## src/verilog/isr_map.vh

```
`ifndef ISR_MAP_VH
`define ISR_MAP_VH
// ==================================================
// Register byte offsets
`define ISR_OFS_FSEL 8'h00
`define ISR_OFS_CTRL 8'h20
`define ISR_OFS_STAT 8'h24
`define ISR_OFS_UDREF 8'h28
`define ISR_OFS_OUTF 8'h2C
`define ISR_OFS_PRESET 8'h40
`define ISR_OFS_JOG 8'h60
`define ISR_OFS_ACC1 8'h64
`define ISR_OFS_ACC2 8'h68
`define ISR_OFS_UPPER 8'h6C
`define ISR_OFS_LOWER 8'h70
// ==================================================
// Control register fields
`define ISR_CTL_PERMIT 0
`define ISR_CTL_HOLDEN 1
`define ISR_CTL_LSEL_LO 2
`define ISR_CTL_LSEL_HI 3
`define ISR_CTL_ATGT 4
`define ISR_CTL_SRC1_LO 5
`define ISR_CTL_SRC1_HI 7
`define ISR_CTL_SRC2_LO 8
`define ISR_CTL_SRC2_HI 10
`define ISR_CTL_RESET 11'h000
// ==================================================
// Input function codes
`define ISR_FN_MAX 8'h9F
`define ISR_FN_EXT2 8'h02
`define ISR_FN_MS1 8'h03
`define ISR_FN_MS2 8'h04
`define ISR_FN_MS3 8'h05
`define ISR_FN_JOG 8'h06
`define ISR_FN_ACC 8'h07
`define ISR_FN_BBNO 8'h08
`define ISR_FN_BBNC 8'h09
`define ISR_FN_HOLD 8'h0A
`define ISR_FN_OH 8'h0B
`define ISR_FN_AEN 8'h0C
`define ISR_FN_THRU 8'h0F
`define ISR_FN_UP 8'h10
`define ISR_FN_DN 8'h11
`define ISR_FSEL_RESET 8'h0F
// ==================================================
// Reference source codes and limit selections
`define ISR_SRC_PANEL 3'h0
`define ISR_SRC_ANALOG 3'h1
`define ISR_SRC_PULSE 3'h4
`define ISR_LSEL_PARAM 2'h0
`define ISR_LSEL_ANALOG 2'h1
// ==================================================
// Timing
`define ISR_CLK_MHZ 10
`define ISR_TICK_US 1000
`define ISR_BLINK_MS 250
`endif

```

## src/verilog/isr_sync.v

```verilog
`timescale 1ns/1ns
`default_nettype none
// ==================================================
// Two-stage synchroniser for pin levels
module isr_sync #(
    parameter W = 8
) (
    // Clock and reset
    input wire clk_sys,
    input wire rst_n,
    // Data
    input wire [W-1:0] d_in,
    output reg [W-1:0] d_out
);
    reg [W-1:0] meta_r; // First stage, read only by d_out

    // Plain double flop, no enable so pins settle even when frozen
    always @(posedge clk_sys or negedge rst_n) begin
        if (!rst_n) begin
            meta_r <= {W{1'b0}};
            d_out <= {W{1'b0}};
        end else begin
            meta_r <= d_in;
            d_out <= meta_r;
        end
    end
endmodule // isr_sync
`default_nettype wire

```

## src/verilog/isr_ramp.v

```verilog
`timescale 1ns/1ns
`default_nettype none
// ==================================================
// Output frequency ramp generator
module isr_ramp (
    // Clock, reset, enable
    input wire clk_sys,
    input wire rst_n,
    input wire ce,
    // Control
    input wire tick,
    input wire run,
    input wire hold,
    input wire load,
    input wire [15:0] load_val,
    input wire [15:0] target,
    input wire [15:0] step,
    // Result
    output reg [15:0] out_r
);
    wire [16:0] up_sum = {1'b0, out_r} + {1'b0, step}; // Headroom
    wire [16:0] dn_lim = {1'b0, target} + {1'b0, step};

    // One step per tick toward the target, never overshooting
    always @(posedge clk_sys or negedge rst_n) begin
        if (!rst_n) begin
            out_r <= 16'h0000;
        end else if (ce) begin
            if (load) begin
                out_r <= load_val;
            end else if (!run) begin
                // Coasting or stopped: nothing on the output
                out_r <= 16'h0000;
            end else if (tick && !hold) begin
                if (out_r < target) begin
                    out_r <= (up_sum > {1'b0, target}) ? target : up_sum[15:0];
                end else if ({1'b0, out_r} > dn_lim) begin
                    out_r <= out_r - step;
                end else begin
                    out_r <= target;
                end
            end
        end
    end
endmodule // isr_ramp
`default_nettype wire

```

## src/verilog/isr_top.v

```verilog
`timescale 1ns/1ns
`default_nettype none
`include "isr_map.vh"
// ==================================================
// Input function decoder and speed reference
// Operation
// (RULE_01) Each terminal has code 0 to 9F
// (RULE_02) Code 2 chooses source set 1/2
// (RULE_03) No set change in run unless permitted
// (RULE_04) Codes 3-5 select eight presets
// (RULE_05) Code 6 selects jog frequency
// (RULE_06) Code 7 selects ramp time set
// (RULE_07) Codes 8/9 inhibit output, indication flashes
// (RULE_08) Inhibit end with run starts search
// (RULE_09) Code A freezes ramp while closed
// (RULE_10) Hold enabled stores frequency, reused at restart; code stores zero while stopped with hold closed
// (RULE_11) Code B raises overheat alarm only
// (RULE_12) Code C gates analog inputs
// (RULE_13) Code F only readable status
// (RULE_14) Up raises, down lowers, else hold
// (RULE_15) Up/down overrides panel, analog, pulse
// (RULE_16) Flag bad up/down assignment
// (RULE_17) Up/down acts only in set 1
// (RULE_18) No hold: clear on stop, power
// (RULE_19) Hold: keep, clear by key without run
// (RULE_20) Upper bound; parameter floor reached on run
// (RULE_21) Analog floor needs run plus key
// (RULE_22) Both floors: key lifts to analog
// (RULE_23) Up/down moves at selected ramp rate
module isr_top #(
    parameter N_IN = 7,
    parameter [23:0] TICK_CYC = `ISR_TICK_US * `ISR_CLK_MHZ,
    parameter [15:0] BLINK_TICKS = (`ISR_BLINK_MS * 1000) / `ISR_TICK_US
) (
    // Clock, reset, enable
    input wire clk_sys,
    input wire rst_n,
    input wire ce,
    // Wishbone slave
    input wire wb_cyc_i,
    input wire wb_stb_i,
    input wire wb_we_i,
    input wire [7:0] wb_adr_i,
    input wire [3:0] wb_sel_i,
    input wire [31:0] wb_dat_i,
    output reg [31:0] wb_dat_o,
    output reg wb_ack_o,
    // Pins
    input wire [N_IN-1:0] term_in,
    input wire run_in,
    // Same-clock reference sources
    input wire [15:0] analog_input_one,
    input wire [15:0] analog_input_two,
    input wire [15:0] pulse_ref_i,
    // Results
    output reg [15:0] freq_ref_o,
    output wire [15:0] out_freq_o,
    output reg accel_set2_o,
    output reg source_set2_o,
    output reg output_inhibit_o,
    output reg output_inhibit_indication,
    output reg speed_search_o,
    output reg overheat_alarm,
    output reg analog_one_en_o,
    output reg analog_two_en_o,
    output reg config_conflict_error
);
    // ==================================================
    // Reset release and pin synchronisers
    reg [1:0] rst_sh_r; // Reset release chain
    wire rst_s_n = rst_sh_r[1];
    wire [N_IN:0] pins_s; // Synchronised pins
    wire [N_IN-1:0] din_s = pins_s[N_IN-1:0];
    wire run_s = pins_s[N_IN];

    // Asynchronous assert, synchronous release
    always @(posedge clk_sys or negedge rst_n) begin
        if (!rst_n) begin
            rst_sh_r <= 2'b00;
        end else begin
            rst_sh_r <= {rst_sh_r[0], 1'b1};
        end
    end

    isr_sync #(.W(N_IN + 1)) u_sync (
        .clk_sys(clk_sys),
        .rst_n(rst_s_n),
        .d_in({run_in, term_in}),
        .d_out(pins_s)
    );

    // ==================================================
    // Software-visible settings
    reg [7:0] input_function_select [0:N_IN-1]; // Per terminal
    reg [15:0] preset_r [0:7]; // Stored speed references
    reg [10:0] ctrl_r; // Mode bits
    reg [15:0] jog_frequency_value;
    reg [15:0] acc1_r; // Step per tick, set 1
    reg [15:0] acc2_r; // Step per tick, set 2
    reg [15:0] reference_upper_limit;
    reg [15:0] reference_lower_limit;
    wire run_switch_permit = ctrl_r[`ISR_CTL_PERMIT];
    wire reference_hold_enable = ctrl_r[`ISR_CTL_HOLDEN];
    wire [1:0] updown_lower_limit_select = ctrl_r[`ISR_CTL_LSEL_HI:`ISR_CTL_LSEL_LO];
    wire analog_disable_target = ctrl_r[`ISR_CTL_ATGT];
    wire [2:0] reference_source_set1 = ctrl_r[`ISR_CTL_SRC1_HI:`ISR_CTL_SRC1_LO];
    wire [2:0] reference_source_set2 = ctrl_r[`ISR_CTL_SRC2_HI:`ISR_CTL_SRC2_LO];

    // Byte-lane mask from the select lines
    function [31:0] lane_mask;
        input [3:0] s;
        lane_mask = {{8{s[3]}}, {8{s[2]}}, {8{s[1]}}, {8{s[0]}}};
    endfunction

    wire [31:0] wm = lane_mask(wb_sel_i);
    wire [5:0] widx = wb_adr_i[7:2]; // Word index
    wire wr_go = wb_cyc_i && wb_stb_i && wb_we_i && !wb_ack_o;
    wire [31:0] wdm = wb_dat_i & wm;
    integer i;

    // Register writes take effect on the cycle the answer is raised
    always @(posedge clk_sys or negedge rst_s_n) begin
        if (!rst_s_n) begin
            for (i = 0; i < N_IN; i = i + 1) begin
                input_function_select[i] <= `ISR_FSEL_RESET;
            end
            for (i = 0; i < 8; i = i + 1) begin
                preset_r[i] <= 16'h0000;
            end
            ctrl_r <= `ISR_CTL_RESET;
            jog_frequency_value <= 16'h0000;
            acc1_r <= 16'h0001;
            acc2_r <= 16'h0001;
            reference_upper_limit <= 16'hFFFF;
            reference_lower_limit <= 16'h0000;
        end else if (ce && wr_go) begin
            for (i = 0; i < N_IN; i = i + 1) begin
                // Out-of-range codes leave the old function in place
                if (widx == (`ISR_OFS_FSEL >> 2) + i && wm[0] && wb_dat_i[7:0] <= `ISR_FN_MAX) begin // RULE_01
                    input_function_select[i] <= wb_dat_i[7:0];
                end
            end
            for (i = 0; i < 8; i = i + 1) begin
                if (widx == (`ISR_OFS_PRESET >> 2) + i) begin
                    preset_r[i] <= (preset_r[i] & ~wm[15:0]) | wdm[15:0];
                end
            end
            case (widx)
                `ISR_OFS_CTRL >> 2: ctrl_r <= (ctrl_r & ~wm[10:0]) | wdm[10:0];
                `ISR_OFS_JOG >> 2: jog_frequency_value <= (jog_frequency_value & ~wm[15:0]) | wdm[15:0];
                `ISR_OFS_ACC1 >> 2: acc1_r <= (acc1_r & ~wm[15:0]) | wdm[15:0];
                `ISR_OFS_ACC2 >> 2: acc2_r <= (acc2_r & ~wm[15:0]) | wdm[15:0];
                `ISR_OFS_UPPER >> 2: reference_upper_limit <= (reference_upper_limit & ~wm[15:0]) | wdm[15:0];
                `ISR_OFS_LOWER >> 2: reference_lower_limit <= (reference_lower_limit & ~wm[15:0]) | wdm[15:0];
                default: ;
            endcase
        end
    end

    // ==================================================
    // Per-terminal function decode
    wire [N_IN-1:0] a_ext2, a_ms1, a_ms2, a_ms3, a_jog, a_acc, a_bbno, a_bbnc;
    wire [N_IN-1:0] a_hold, a_oh, a_aen, a_thru, a_up, a_dn;

    genvar g;
    generate
        for (g = 0; g < N_IN; g = g + 1) begin : g_dec
            wire [7:0] c = input_function_select[g];
            assign a_ext2[g] = (c == `ISR_FN_EXT2);
            assign a_ms1[g] = (c == `ISR_FN_MS1);
            assign a_ms2[g] = (c == `ISR_FN_MS2);
            assign a_ms3[g] = (c == `ISR_FN_MS3);
            assign a_jog[g] = (c == `ISR_FN_JOG);
            assign a_acc[g] = (c == `ISR_FN_ACC);
            assign a_bbno[g] = (c == `ISR_FN_BBNO);
            assign a_bbnc[g] = (c == `ISR_FN_BBNC);
            assign a_hold[g] = (c == `ISR_FN_HOLD);
            assign a_oh[g] = (c == `ISR_FN_OH);
            assign a_aen[g] = (c == `ISR_FN_AEN);
            assign a_thru[g] = (c == `ISR_FN_THRU);
            assign a_up[g] = (c == `ISR_FN_UP);
            assign a_dn[g] = (c == `ISR_FN_DN);
        end
    endgenerate

    // Active contacts per function; code 9 counts when open
    wire ext2_cl = |(a_ext2 & din_s);
    wire [2:0] ms_idx = {|(a_ms3 & din_s), |(a_ms2 & din_s), |(a_ms1 & din_s)}; // RULE_04
    wire jog_cl = |(a_jog & din_s);
    wire acc2_cl = |(a_acc & din_s); // RULE_06
    wire bb_now = |(a_bbno & din_s) | |(a_bbnc & ~din_s); // RULE_07
    wire hold_cl = |(a_hold & din_s); // RULE_09
    wire up_cl = |(a_up & din_s);
    wire dn_cl = |(a_dn & din_s);
    wire aen_used = |a_aen;
    wire aen_cl = |(a_aen & din_s);
    // Both keys assigned and no clash with ramp hold
    wire ud_bad = (|a_up ^ |a_dn) | ((|a_up | |a_dn) & |a_hold); // RULE_16
    wire ud_cfg = |a_up & |a_dn & ~ud_bad;

    // ==================================================
    // Tick and blink timing
    reg [23:0] tick_cnt_r;
    reg tick_r; // One cycle per tick period
    reg [15:0] blink_cnt_r;
    reg blink_r;

    // Free-running prescaler for ramp and flashing
    always @(posedge clk_sys or negedge rst_s_n) begin
        if (!rst_s_n) begin
            tick_cnt_r <= 24'h000000;
            tick_r <= 1'b0;
            blink_cnt_r <= 16'h0000;
            blink_r <= 1'b0;
        end else if (ce) begin
            tick_r <= (tick_cnt_r == TICK_CYC - 24'h000001);
            tick_cnt_r <= (tick_cnt_r == TICK_CYC - 24'h000001) ? 24'h000000 : tick_cnt_r + 24'h000001;
            if (tick_r) begin
                if (blink_cnt_r == BLINK_TICKS - 16'h0001) begin
                    blink_cnt_r <= 16'h0000;
                    blink_r <= ~blink_r;
                end else begin
                    blink_cnt_r <= blink_cnt_r + 16'h0001;
                end
            end
        end
    end

    // ==================================================
    // Sequencing flags
    reg run_d_r; // Run seen last cycle
    reg [15:0] saved_freq_r; // Frequency kept under ramp hold
    reg [15:0] ud_ref_r; // Up/down reference
    wire [15:0] out_freq;
    wire run_rise = run_s & ~run_d_r;
    wire [15:0] step = acc2_cl ? acc2_r : acc1_r; // RULE_23

    // Set selection, inhibit, alarms and analog gating
    always @(posedge clk_sys or negedge rst_s_n) begin
        if (!rst_s_n) begin
            run_d_r <= 1'b0;
            source_set2_o <= 1'b0;
            output_inhibit_o <= 1'b0;
            output_inhibit_indication <= 1'b0;
            speed_search_o <= 1'b0;
            overheat_alarm <= 1'b0;
            analog_one_en_o <= 1'b1;
            analog_two_en_o <= 1'b1;
            config_conflict_error <= 1'b0;
            accel_set2_o <= 1'b0;
            saved_freq_r <= 16'h0000;
        end else if (ce) begin
            run_d_r <= run_s;
            // Switching sets mid-run would jump the reference
            if (!run_s || run_switch_permit) begin // RULE_03
                source_set2_o <= ext2_cl; // RULE_02
            end
            output_inhibit_o <= bb_now; // RULE_07
            output_inhibit_indication <= bb_now & blink_r; // RULE_07
            speed_search_o <= output_inhibit_o & ~bb_now & run_s; // RULE_08
            overheat_alarm <= |(a_oh & din_s); // RULE_11
            // Closed contact disregards only the chosen input, open disregards both
            if (aen_used) begin // RULE_12
                analog_one_en_o <= aen_cl & analog_disable_target;
                analog_two_en_o <= aen_cl & ~analog_disable_target;
            end else begin
                analog_one_en_o <= 1'b1;
                analog_two_en_o <= 1'b1;
            end
            config_conflict_error <= ud_bad; // RULE_16
            accel_set2_o <= acc2_cl; // RULE_06
            if (reference_hold_enable && hold_cl) begin
                saved_freq_r <= out_freq; // RULE_10
            end
        end
    end

    // ==================================================
    // Up/down reference
    wire pfloor_on = (updown_lower_limit_select != `ISR_LSEL_ANALOG);
    wire afloor_on = (updown_lower_limit_select != `ISR_LSEL_PARAM);
    wire [15:0] afloor = analog_input_one; // Analog lower limit
    wire [15:0] floor_v = pfloor_on ? reference_lower_limit : 16'h0000;
    wire [16:0] ud_sum = {1'b0, ud_ref_r} + {1'b0, step};
    wire [16:0] ud_flr = {1'b0, floor_v} + {1'b0, step};
    wire ud_key = up_cl | dn_cl;

    // Keys act per tick so the rate follows the ramp time set
    always @(posedge clk_sys or negedge rst_s_n) begin
        if (!rst_s_n) begin
            ud_ref_r <= 16'h0000;
        end else if (ce) begin
            if (!reference_hold_enable && !run_s) begin
                ud_ref_r <= 16'h0000; // RULE_18
            end else if (reference_hold_enable && ud_key && !run_s) begin
                ud_ref_r <= 16'h0000; // RULE_19
            end else if (run_s && tick_r) begin
                if (pfloor_on && ud_ref_r < reference_lower_limit) begin
                    ud_ref_r <= reference_lower_limit; // RULE_20
                end else if (afloor_on && ud_key && ud_ref_r < afloor) begin
                    // Analog floor is approached only with a key held
                    ud_ref_r <= (ud_sum > {1'b0, afloor}) ? afloor : ud_sum[15:0]; // RULE_21 RULE_22
                end else if (up_cl && !dn_cl) begin
                    ud_ref_r <= (ud_sum > {1'b0, reference_upper_limit}) ? reference_upper_limit
                        : ud_sum[15:0]; // RULE_14 RULE_20
                end else if (dn_cl && !up_cl) begin
                    ud_ref_r <= ({1'b0, ud_ref_r} < ud_flr) ? floor_v : ud_ref_r - step; // RULE_14
                end
            end
        end
    end

    // ==================================================
    // Reference selection
    reg [15:0] ref_nxt;
    reg [15:0] src_ref;
    reg [2:0] src_code;

    // Jog beats presets, presets beat the set source
    always @* begin
        src_code = source_set2_o ? reference_source_set2 : reference_source_set1;
        case (src_code)
            `ISR_SRC_ANALOG: src_ref = analog_one_en_o ? analog_input_one
                : (analog_two_en_o ? analog_input_two : 16'h0000);
            `ISR_SRC_PULSE: src_ref = pulse_ref_i;
            default: src_ref = preset_r[0];
        endcase
        // Keys take over the usual sources in set 1 only
        if (ud_cfg && !source_set2_o && (src_code == `ISR_SRC_PANEL || src_code == `ISR_SRC_ANALOG
            || src_code == `ISR_SRC_PULSE)) begin // RULE_15 RULE_17
            src_ref = ud_ref_r;
        end
        if (jog_cl) begin
            ref_nxt = jog_frequency_value; // RULE_05
        end else if (ms_idx != 3'h0) begin
            ref_nxt = preset_r[ms_idx]; // RULE_04
        end else begin
            ref_nxt = src_ref;
        end
    end

    // Registered reference for the ramp
    always @(posedge clk_sys or negedge rst_s_n) begin
        if (!rst_s_n) begin
            freq_ref_o <= 16'h0000;
        end else if (ce) begin
            freq_ref_o <= ref_nxt;
        end
    end

    // ==================================================
    // Ramp generator; held speed reloads only if hold stays open while stopped and closes with run
    isr_ramp u_ramp (
        .clk_sys(clk_sys),
        .rst_n(rst_s_n),
        .ce(ce),
        .tick(tick_r),
        .run(run_s & ~output_inhibit_o),
        .hold(hold_cl), // RULE_09
        .load(run_rise & reference_hold_enable & hold_cl), // RULE_10
        .load_val(saved_freq_r),
        .target(freq_ref_o),
        .step(step),
        .out_r(out_freq)
    );
    assign out_freq_o = out_freq;

    // ==================================================
    // Bus answer and read data
    reg [31:0] rd_nxt;
    reg [31:0] stat_w;
    integer j;

    // Status word; through-mode inputs shown apart
    always @* begin
        stat_w = 32'h00000000;
        stat_w[N_IN-1:0] = din_s;
        stat_w[N_IN+7:8] = din_s & a_thru; // RULE_13
        stat_w[16] = output_inhibit_o;
        stat_w[17] = overheat_alarm;
        stat_w[18] = config_conflict_error;
        stat_w[19] = source_set2_o;
        stat_w[20] = hold_cl;
        stat_w[21] = run_s;
        stat_w[22] = accel_set2_o;
        rd_nxt = 32'h00000000;
        for (j = 0; j < N_IN; j = j + 1) begin
            if (widx == (`ISR_OFS_FSEL >> 2) + j) begin
                rd_nxt = {24'h000000, input_function_select[j]};
            end
        end
        for (j = 0; j < 8; j = j + 1) begin
            if (widx == (`ISR_OFS_PRESET >> 2) + j) begin
                rd_nxt = {16'h0000, preset_r[j]};
            end
        end
        case (widx)
            `ISR_OFS_CTRL >> 2: rd_nxt = {21'h000000, ctrl_r};
            `ISR_OFS_STAT >> 2: rd_nxt = stat_w;
            `ISR_OFS_UDREF >> 2: rd_nxt = {16'h0000, ud_ref_r};
            `ISR_OFS_OUTF >> 2: rd_nxt = {16'h0000, out_freq};
            `ISR_OFS_JOG >> 2: rd_nxt = {16'h0000, jog_frequency_value};
            `ISR_OFS_ACC1 >> 2: rd_nxt = {16'h0000, acc1_r};
            `ISR_OFS_ACC2 >> 2: rd_nxt = {16'h0000, acc2_r};
            `ISR_OFS_UPPER >> 2: rd_nxt = {16'h0000, reference_upper_limit};
            `ISR_OFS_LOWER >> 2: rd_nxt = {16'h0000, reference_lower_limit};
            default: ;
        endcase
    end

    // Every access is answered one cycle later, unmapped reads zero
    always @(posedge clk_sys or negedge rst_s_n) begin
        if (!rst_s_n) begin
            wb_ack_o <= 1'b0;
            wb_dat_o <= 32'h00000000;
        end else if (ce) begin
            wb_ack_o <= wb_cyc_i & wb_stb_i & ~wb_ack_o;
            wb_dat_o <= rd_nxt;
        end
    end
endmodule // isr_top
`default_nettype wire

```

## config.mk

```make
export PLATFORM = sky130hd
export DESIGN_NAME = isr_top
export DESIGN_NICKNAME = d
export VERILOG_FILES = /design/src/verilog/isr_sync.v /design/src/verilog/isr_ramp.v /design/src/verilog/isr_top.v
export VERILOG_INCLUDE_DIRS = /design/src /design/src/verilog
export SDC_FILE = /design/constraint.sdc
export NUM_CORES = 1
export LEC_CHECK = 0
export BUFFER_PORTS_ARGS = -buffer_cell sky130_fd_sc_hd__buf_2
export CAP_MARGIN = 20
export CORE_MARGIN = 1
export CORE_UTILIZATION = 55
export CTS_CLUSTER_SIZE = 16
export DETAILED_ROUTE_END_ITERATION = 10
export PLACE_DENSITY = 0.73
export SLEW_MARGIN = 20
export SYNTH_ARGS = -nofsm -noshare
export SYNTH_HDL_FRONTEND = slang
export SYNTH_SLANG_ARGS = --single-unit
```

## constraint.sdc

```tcl
create_clock -name clk_sys -period 15.2 [get_ports clk_sys]
set_clock_uncertainty 0.15 [all_clocks]
set_input_delay 1.52 -clock clk_sys [delete_from_list [all_inputs] [get_ports clk_sys]]
set_output_delay 1.52 -clock clk_sys [all_outputs]
set_load 0.01 [all_outputs]
```

==> results.cfg, run 1 <==
[power_and_ir_drop]
ir_drop_mv = 0.09120
power.leakage_nw = 15.88
p_per_area_mw_per_mm2 = 87.94
power_mw = 3.020

[placed_design]
gp_congestion = 1.063
port_buffers = 150
hpwl_mm = 93.40
dp_slack_ns = 6.539

[routing]
drt-wirelength-per-cell_microns = 30.13
drtIter0Drc = 3465
drtPass1Iterations = 8
dr_total_vias = 28420
viasPerCell = 6.866
drt-total-wl_mm = 124.7
drtAntennaViolNets = 0
drc = 0

[timing]
timing.final.crit_share_pct = 55.77
worstMarginPinSlew_ns = 1.213
setup_viol = 0
fmax_ghz = 0.1180
slew_violations = 0
worst_slack_ns = 6.723
hold_viol = 0
fin_crit_ns = 8.477
setup_tns_ns = 0
rsz0062_at_grt = false
slew_headroom_pct = 19.14

[hold_path]
min_path_type = reg -> async

[setup_path]
cp_top_family = simple AND/OR/NAND/NOR gates
critPathLaunch = g_dec[0].c[5]
cp_num_cells = 26
cp_max_fo = 17
cp.required_ns = 15.50
cpMaxStageDelayCell = nor4_2
cp_common_cell = a21oi_1
crit-reg2reg-launch = g_dec[0].c[5]
critPathBufInv = 2
path_class = reg -> reg
cp_slowest_stage_delay_ns = 0.75
r2r_setup_slack_ns = 6.72
critPathCaptureType = register
endpoint = u_ramp.out_r[3]
crit_path_start_kind = register
reg2reg_to = u_ramp.out_r[3]
rr_worst_depth = 26
worstPathArrival_ns = 8.77

[clock_network]
post_cts_buffers = 0
cts_tree = yes
worstSkewPairLatency_ns = 0.64
cts_sinks = 433
htreeDepth = 2
cts.path.max_buffers = 3
path_clk_slew_ns = 0.06
cts_buffers = 47
cts_resized = 0
cts_hold_buf = 0
root_buffer = clkbuf_16

[final_layout]
final_nets = 3693
multiInputGateArea_sq_mm = 0.01914
drive_gt1_share_pct = 20.79
final_cell_mix = 384 x dfrtp_1, 293 x mux2_2, 289 x nor2_1
nFillCells = 4782
final_common_cell = dfrtp_1
seq_area_sq_mm = 0.01090
areaGrowthSynthToFinish_pct = 9.882

[floorplanning]
core_sq_mm = 0.05628
io_pins = 180
dieWidth_microns = 240.4
start_util_pct = 55.53
dieHeight_microns = 240.4
dieArea_sq_mm = 0.05777
rows = 87

[global_route]
antenna_found_initial = 7
globalRouteOverflowTotal = 0
grt_pass1_wl_mm = 180.5
grt_start_max_net_pins = 79
first_global_vias = 27220
track_usage_pct = 42.85

[synth]
syn_area_sq_mm = 0.03125
synth-seq-cells = 433
syn_area_per_cell_sq_um = 9.621
ys_types = 108
ys_async_sr_fraction_pct = 100.0
synth_edf_count = 0
seq_area_frac_synth_pct = 34.87
synth_flop_cell = dfrtp_1
yosys_warnings = 0
synthCells = 3248

[flow_run]
maxCapViolations = 0

[outcome]
status = completed
## per-layer routing
metal | wire length (microns) | share of wire (%) | global-route usage [%]
met2 | 54320 | 44 | 64.82
met1 | 49030 | 39 | 56.37
met5 | 59 | 0.047 | 0
met3 | 13070 | 10 | 9.541
met4 | 8228 | 6.6 | 24.76
## cell type report
class	count	area share, %
Timing Repair Buffer	199	3.327
Inverter	149	1.629
Sequential cell	433	31.74
Clock buffer	57	3.680
Tap cell	756	2.755
Multi-Input combinational cell	2512	55.73
Antenna cell	2	0.01458
Clock inverter	31	1.119
## worst min path at each step
stage / endpoint
after global routing: g_dec[2].c[4]
after floorplan: rst_sh_r[1]
after global placement: u_sync.d_out[0]
after detailed placement: u_sync.d_out[5]
after CTS: u_sync.d_out[5]
final: u_sync.d_out[3]
## cells in the mapped netlist (16+ instances only)
library cell  instances  area share (%)
nand2_1             216             2.6
a22o_1               16            0.45
dfstp_2              48             4.0
o21bai_1             17            0.41
and3_1               18            0.36
mux2i_1             129             4.1
o21ai_0             136             2.2
a21o_1               24            0.58
nor2_1              290             3.5
xnor2_1              67             1.9
a22oi_1              73             1.8
a211oi_1             45             1.1
clkbuf_1            110             1.3
inv_1               147             1.8
nand4_1              54             1.1
ha_1                239             9.6
nand3_1              92             1.5
buf_2                25            0.40
nand2b_1             25            0.50
xor2_1               44             1.2
dfrtp_1             385              31
nor2b_1              46            0.92
mux2_2              293              11
o211ai_1             18            0.43
a221oi_1             56             1.6
a31oi_1              37            0.74
o21a_1               17            0.41
a21oi_1             120             1.9
o2bb2ai_1            18            0.50
nor3_1               87             1.4
## per-stage QoR
step	cell area, sq um	hold slack [ns]	instances	utilization (%)
2_1_floorplan	31280	0.1812	3256	-
3_3_place_gp	32650	0.1824	4048	58.01
3_5_place_dp	32650	0.1855	4048	58.01
4_1_cts	34290	0.2004	4136	60.94
5_1_grt	34330	0.1636	4137	61.00
6_report	34340	0.1122	4139	61.01
## cells by family (layout without fill, tap and decap cells)
kind of cell,count (synthesis),after routing,share of synthesized area [%]
other,2,12,0.02403
adder cells (fa/ha/maj),245,245,9.954
AO/OA/AOI/OAI,759,759,17.56
flip-flops,433,433,34.87
buffers and inverters,311,436,4.088
AND/OR/NAND/NOR,948,948,14.84
XOR/XNOR,111,111,3.111
multiplexers,439,439,15.56
## power breakdown
part | leakage (nW) | switching (mW) | total (mW) | internal [mW]
logic | 9.46 | 0.329 | 0.524 | 0.195
registers | 5.62 | 0.0792 | 1.27 | 1.19
clock network | 0.807 | 0.523 | 1.23 | 0.703
total | 15.9 | 0.931 | 3.02 | 2.09
Note: power is estimated with default switching activity, not from simulation.
==> run 2, diff against run 1 <==
==> constraint.sdc (replaced) <==
create_clock -name clk_sys -period 8.2 [get_ports clk_sys]
set_clock_uncertainty 0.15 [all_clocks]
set_input_delay 0.82 -clock clk_sys [delete_from_list [all_inputs] [get_ports clk_sys]]
set_output_delay 0.82 -clock clk_sys [all_outputs]
set_load 0.01 [all_outputs]
==> run 2 against run 1 <==
Effect of this change: maximum frequency up 11%; clock power up 73%; final cell count about the same; worst hold slack better by 0.048 ns; routed wire length down 0.25%; core utilization down 0.17 points; critical endpoint is now u_ramp.out_r[11]; final area down 0.27%; count of clock-buffer cells in the layout up 12; sequential share of layout area up 0.087 points.
==> results.cfg, run 2 (synthesis gave the netlist of run 1 again) <==
[global_route]
globalRouteOverflowTotal = 0
antenna_found_initial = 4
grt_start_max_net_pins = 188
first_global_vias = 27230
track_usage_pct = 42.92
grt_pass1_wl_mm = 180.6

[timing]
fmax_ghz = 0.1312
slew_headroom_pct = 21.67
worst_slack_ns = 0.5809
worstMarginPinSlew_ns = 1.175
hold_viol = 0
timing.final.crit_share_pct = 92.92
rsz0062_at_grt = false
setup_viol = 0
hold_slack_ns = 0.1604
slew_violations = 0
setup_tns_ns = 0
fin_crit_ns = 7.619

[final_layout]
multiInputGateArea_sq_mm = 0.01914
drive_gt1_share_pct = 20.43
final_area_sq_mm = 0.03424
final_cell_mix = 384 x dfrtp_1, 293 x mux2_2, 290 x nor2_1
nFillCells = 4836
areaGrowthSynthToFinish_pct = 9.581
final_common_cell = dfrtp_1
seq_area_sq_mm = 0.01090
final_nets = 3698
fin_cells = 4141

[power_and_ir_drop]
ir_drop_mv = 0.1744
p_per_area_mw_per_mm2 = 159.6
power.leakage_nw = 15.84

[routing]
dr_total_vias = 28470
drtIter0Drc = 3411
drt-wirelength-per-cell_microns = 30.04
viasPerCell = 6.875
drc = 0
drtPass1Iterations = 6
drt-total-wl_mm = 124.4
drtAntennaViolNets = 0

[setup_path]
cp_slowest_stage_delay_ns = 0.61
cp_max_fo = 10
cp.required_ns = 8.49
critPathLaunch = g_dec[3].c[5]
crit_path_start_kind = register
path_class = reg -> reg
r2r_setup_slack_ns = 0.58
crit-reg2reg-launch = g_dec[3].c[5]
cpMaxStageDelayCell = nor4_2
critPathCaptureType = register
cp_common_cell = a21oi_1
worstPathArrival_ns = 7.91

[floorplanning]
core_sq_mm = 0.05628
dieWidth_microns = 240.4
rows = 87
start_util_pct = 55.53
dieArea_sq_mm = 0.05777
io_pins = 180
dieHeight_microns = 240.4

[clock_network]
cts.path.max_buffers = 3
htreeDepth = 2
cts_buffers = 45
post_cts_buffers = 0
root_buffer = clkbuf_16
cts_sinks = 433
path_clk_slew_ns = 0.06
cts_tree = yes
worstSkewPairLatency_ns = 0.61

[placed_design]
hpwl_mm = 92.92
port_buffers = 150
dpl.cell_count = 4054
post_dp_cell_area_sq_mm = 0.03272
gp_congestion = 1.075
dp_slack_ns = 0.7107

[flow_run]
maxCapViolations = 0

[hold_path]
min_path_type = reg -> async

[outcome]
status = completed
[run 2: path summary, 6_finish.rpt]
check / depth (start not counted) / end
min reg2reg: 0 / g_dec[3].c[6]
max in group asynchronous: 2 / freq_ref_o[0]
max: 28 / u_ramp.out_r[11]
max reg2reg: 28 / u_ramp.out_r[11]
min in group clk_sys: 1 / u_sync.meta_r[7]
min: 0 / g_dec[3].c[6]
[run 2: critical path: cells and delay by family (launching register included)]
kind | cells | cell delay (ns)
muxes | 3 | 1.02
adders and majority gates | 3 | 0.99
buffers and inverters | 2 | 0.32
AOI/OAI and AO/OA | 9 | 1.76
DFF | 1 | 0.41
and+or+nand+nor | 11 | 2.82
[run 2: power breakdown]
| group | internal [mW] | switching, mW |
|---|---|---|
| Combinational | 0.365 | 0.619 |
| Sequential | 2.21 | 0.142 |
| Clock | 1.22 | 0.917 |
| Total | 3.79 | 1.68 |
[run 2: per-layer routing]
metal | share of wire [%] | vias to the layer above | GRT usage (%)
li1 | - | 12270 | -
met1 | 39 | 13940 | 56.60
met2 | 43 | 1846 | 64.49
met3 | 11 | 410 | 9.300
met4 | 7.3 | 4 | 25.90
met5 | 0.015 | - | 0
[run 2: layout make-up]
cell class,count,area share (%)
multi-input combinational,2512,55.89
clock buffer,69,3.756
timing repair buffer,206,3.515
inverter,149,1.633
sequential,433,31.83
tap,756,2.762
antenna,2,0.01462
clock inverter,14,0.6029
[run 2: stage by stage]
step | utilization, % | total power [mW]
final | 60.85 | 5.466
after global routing | 60.84 | 5.636
after CTS | 60.80 | 5.444
after detailed placement | 58.13 | 3.329
after global placement | 58.13 | 3.296
after floorplan | - | 2.963
[run 2: what timing repair did]
action                                 CTS  global route
setup endpoints to repair                0             0
gates resized for setup                  0             0
hold buffers                             1             0
endpoints found under the hold margin    2             0
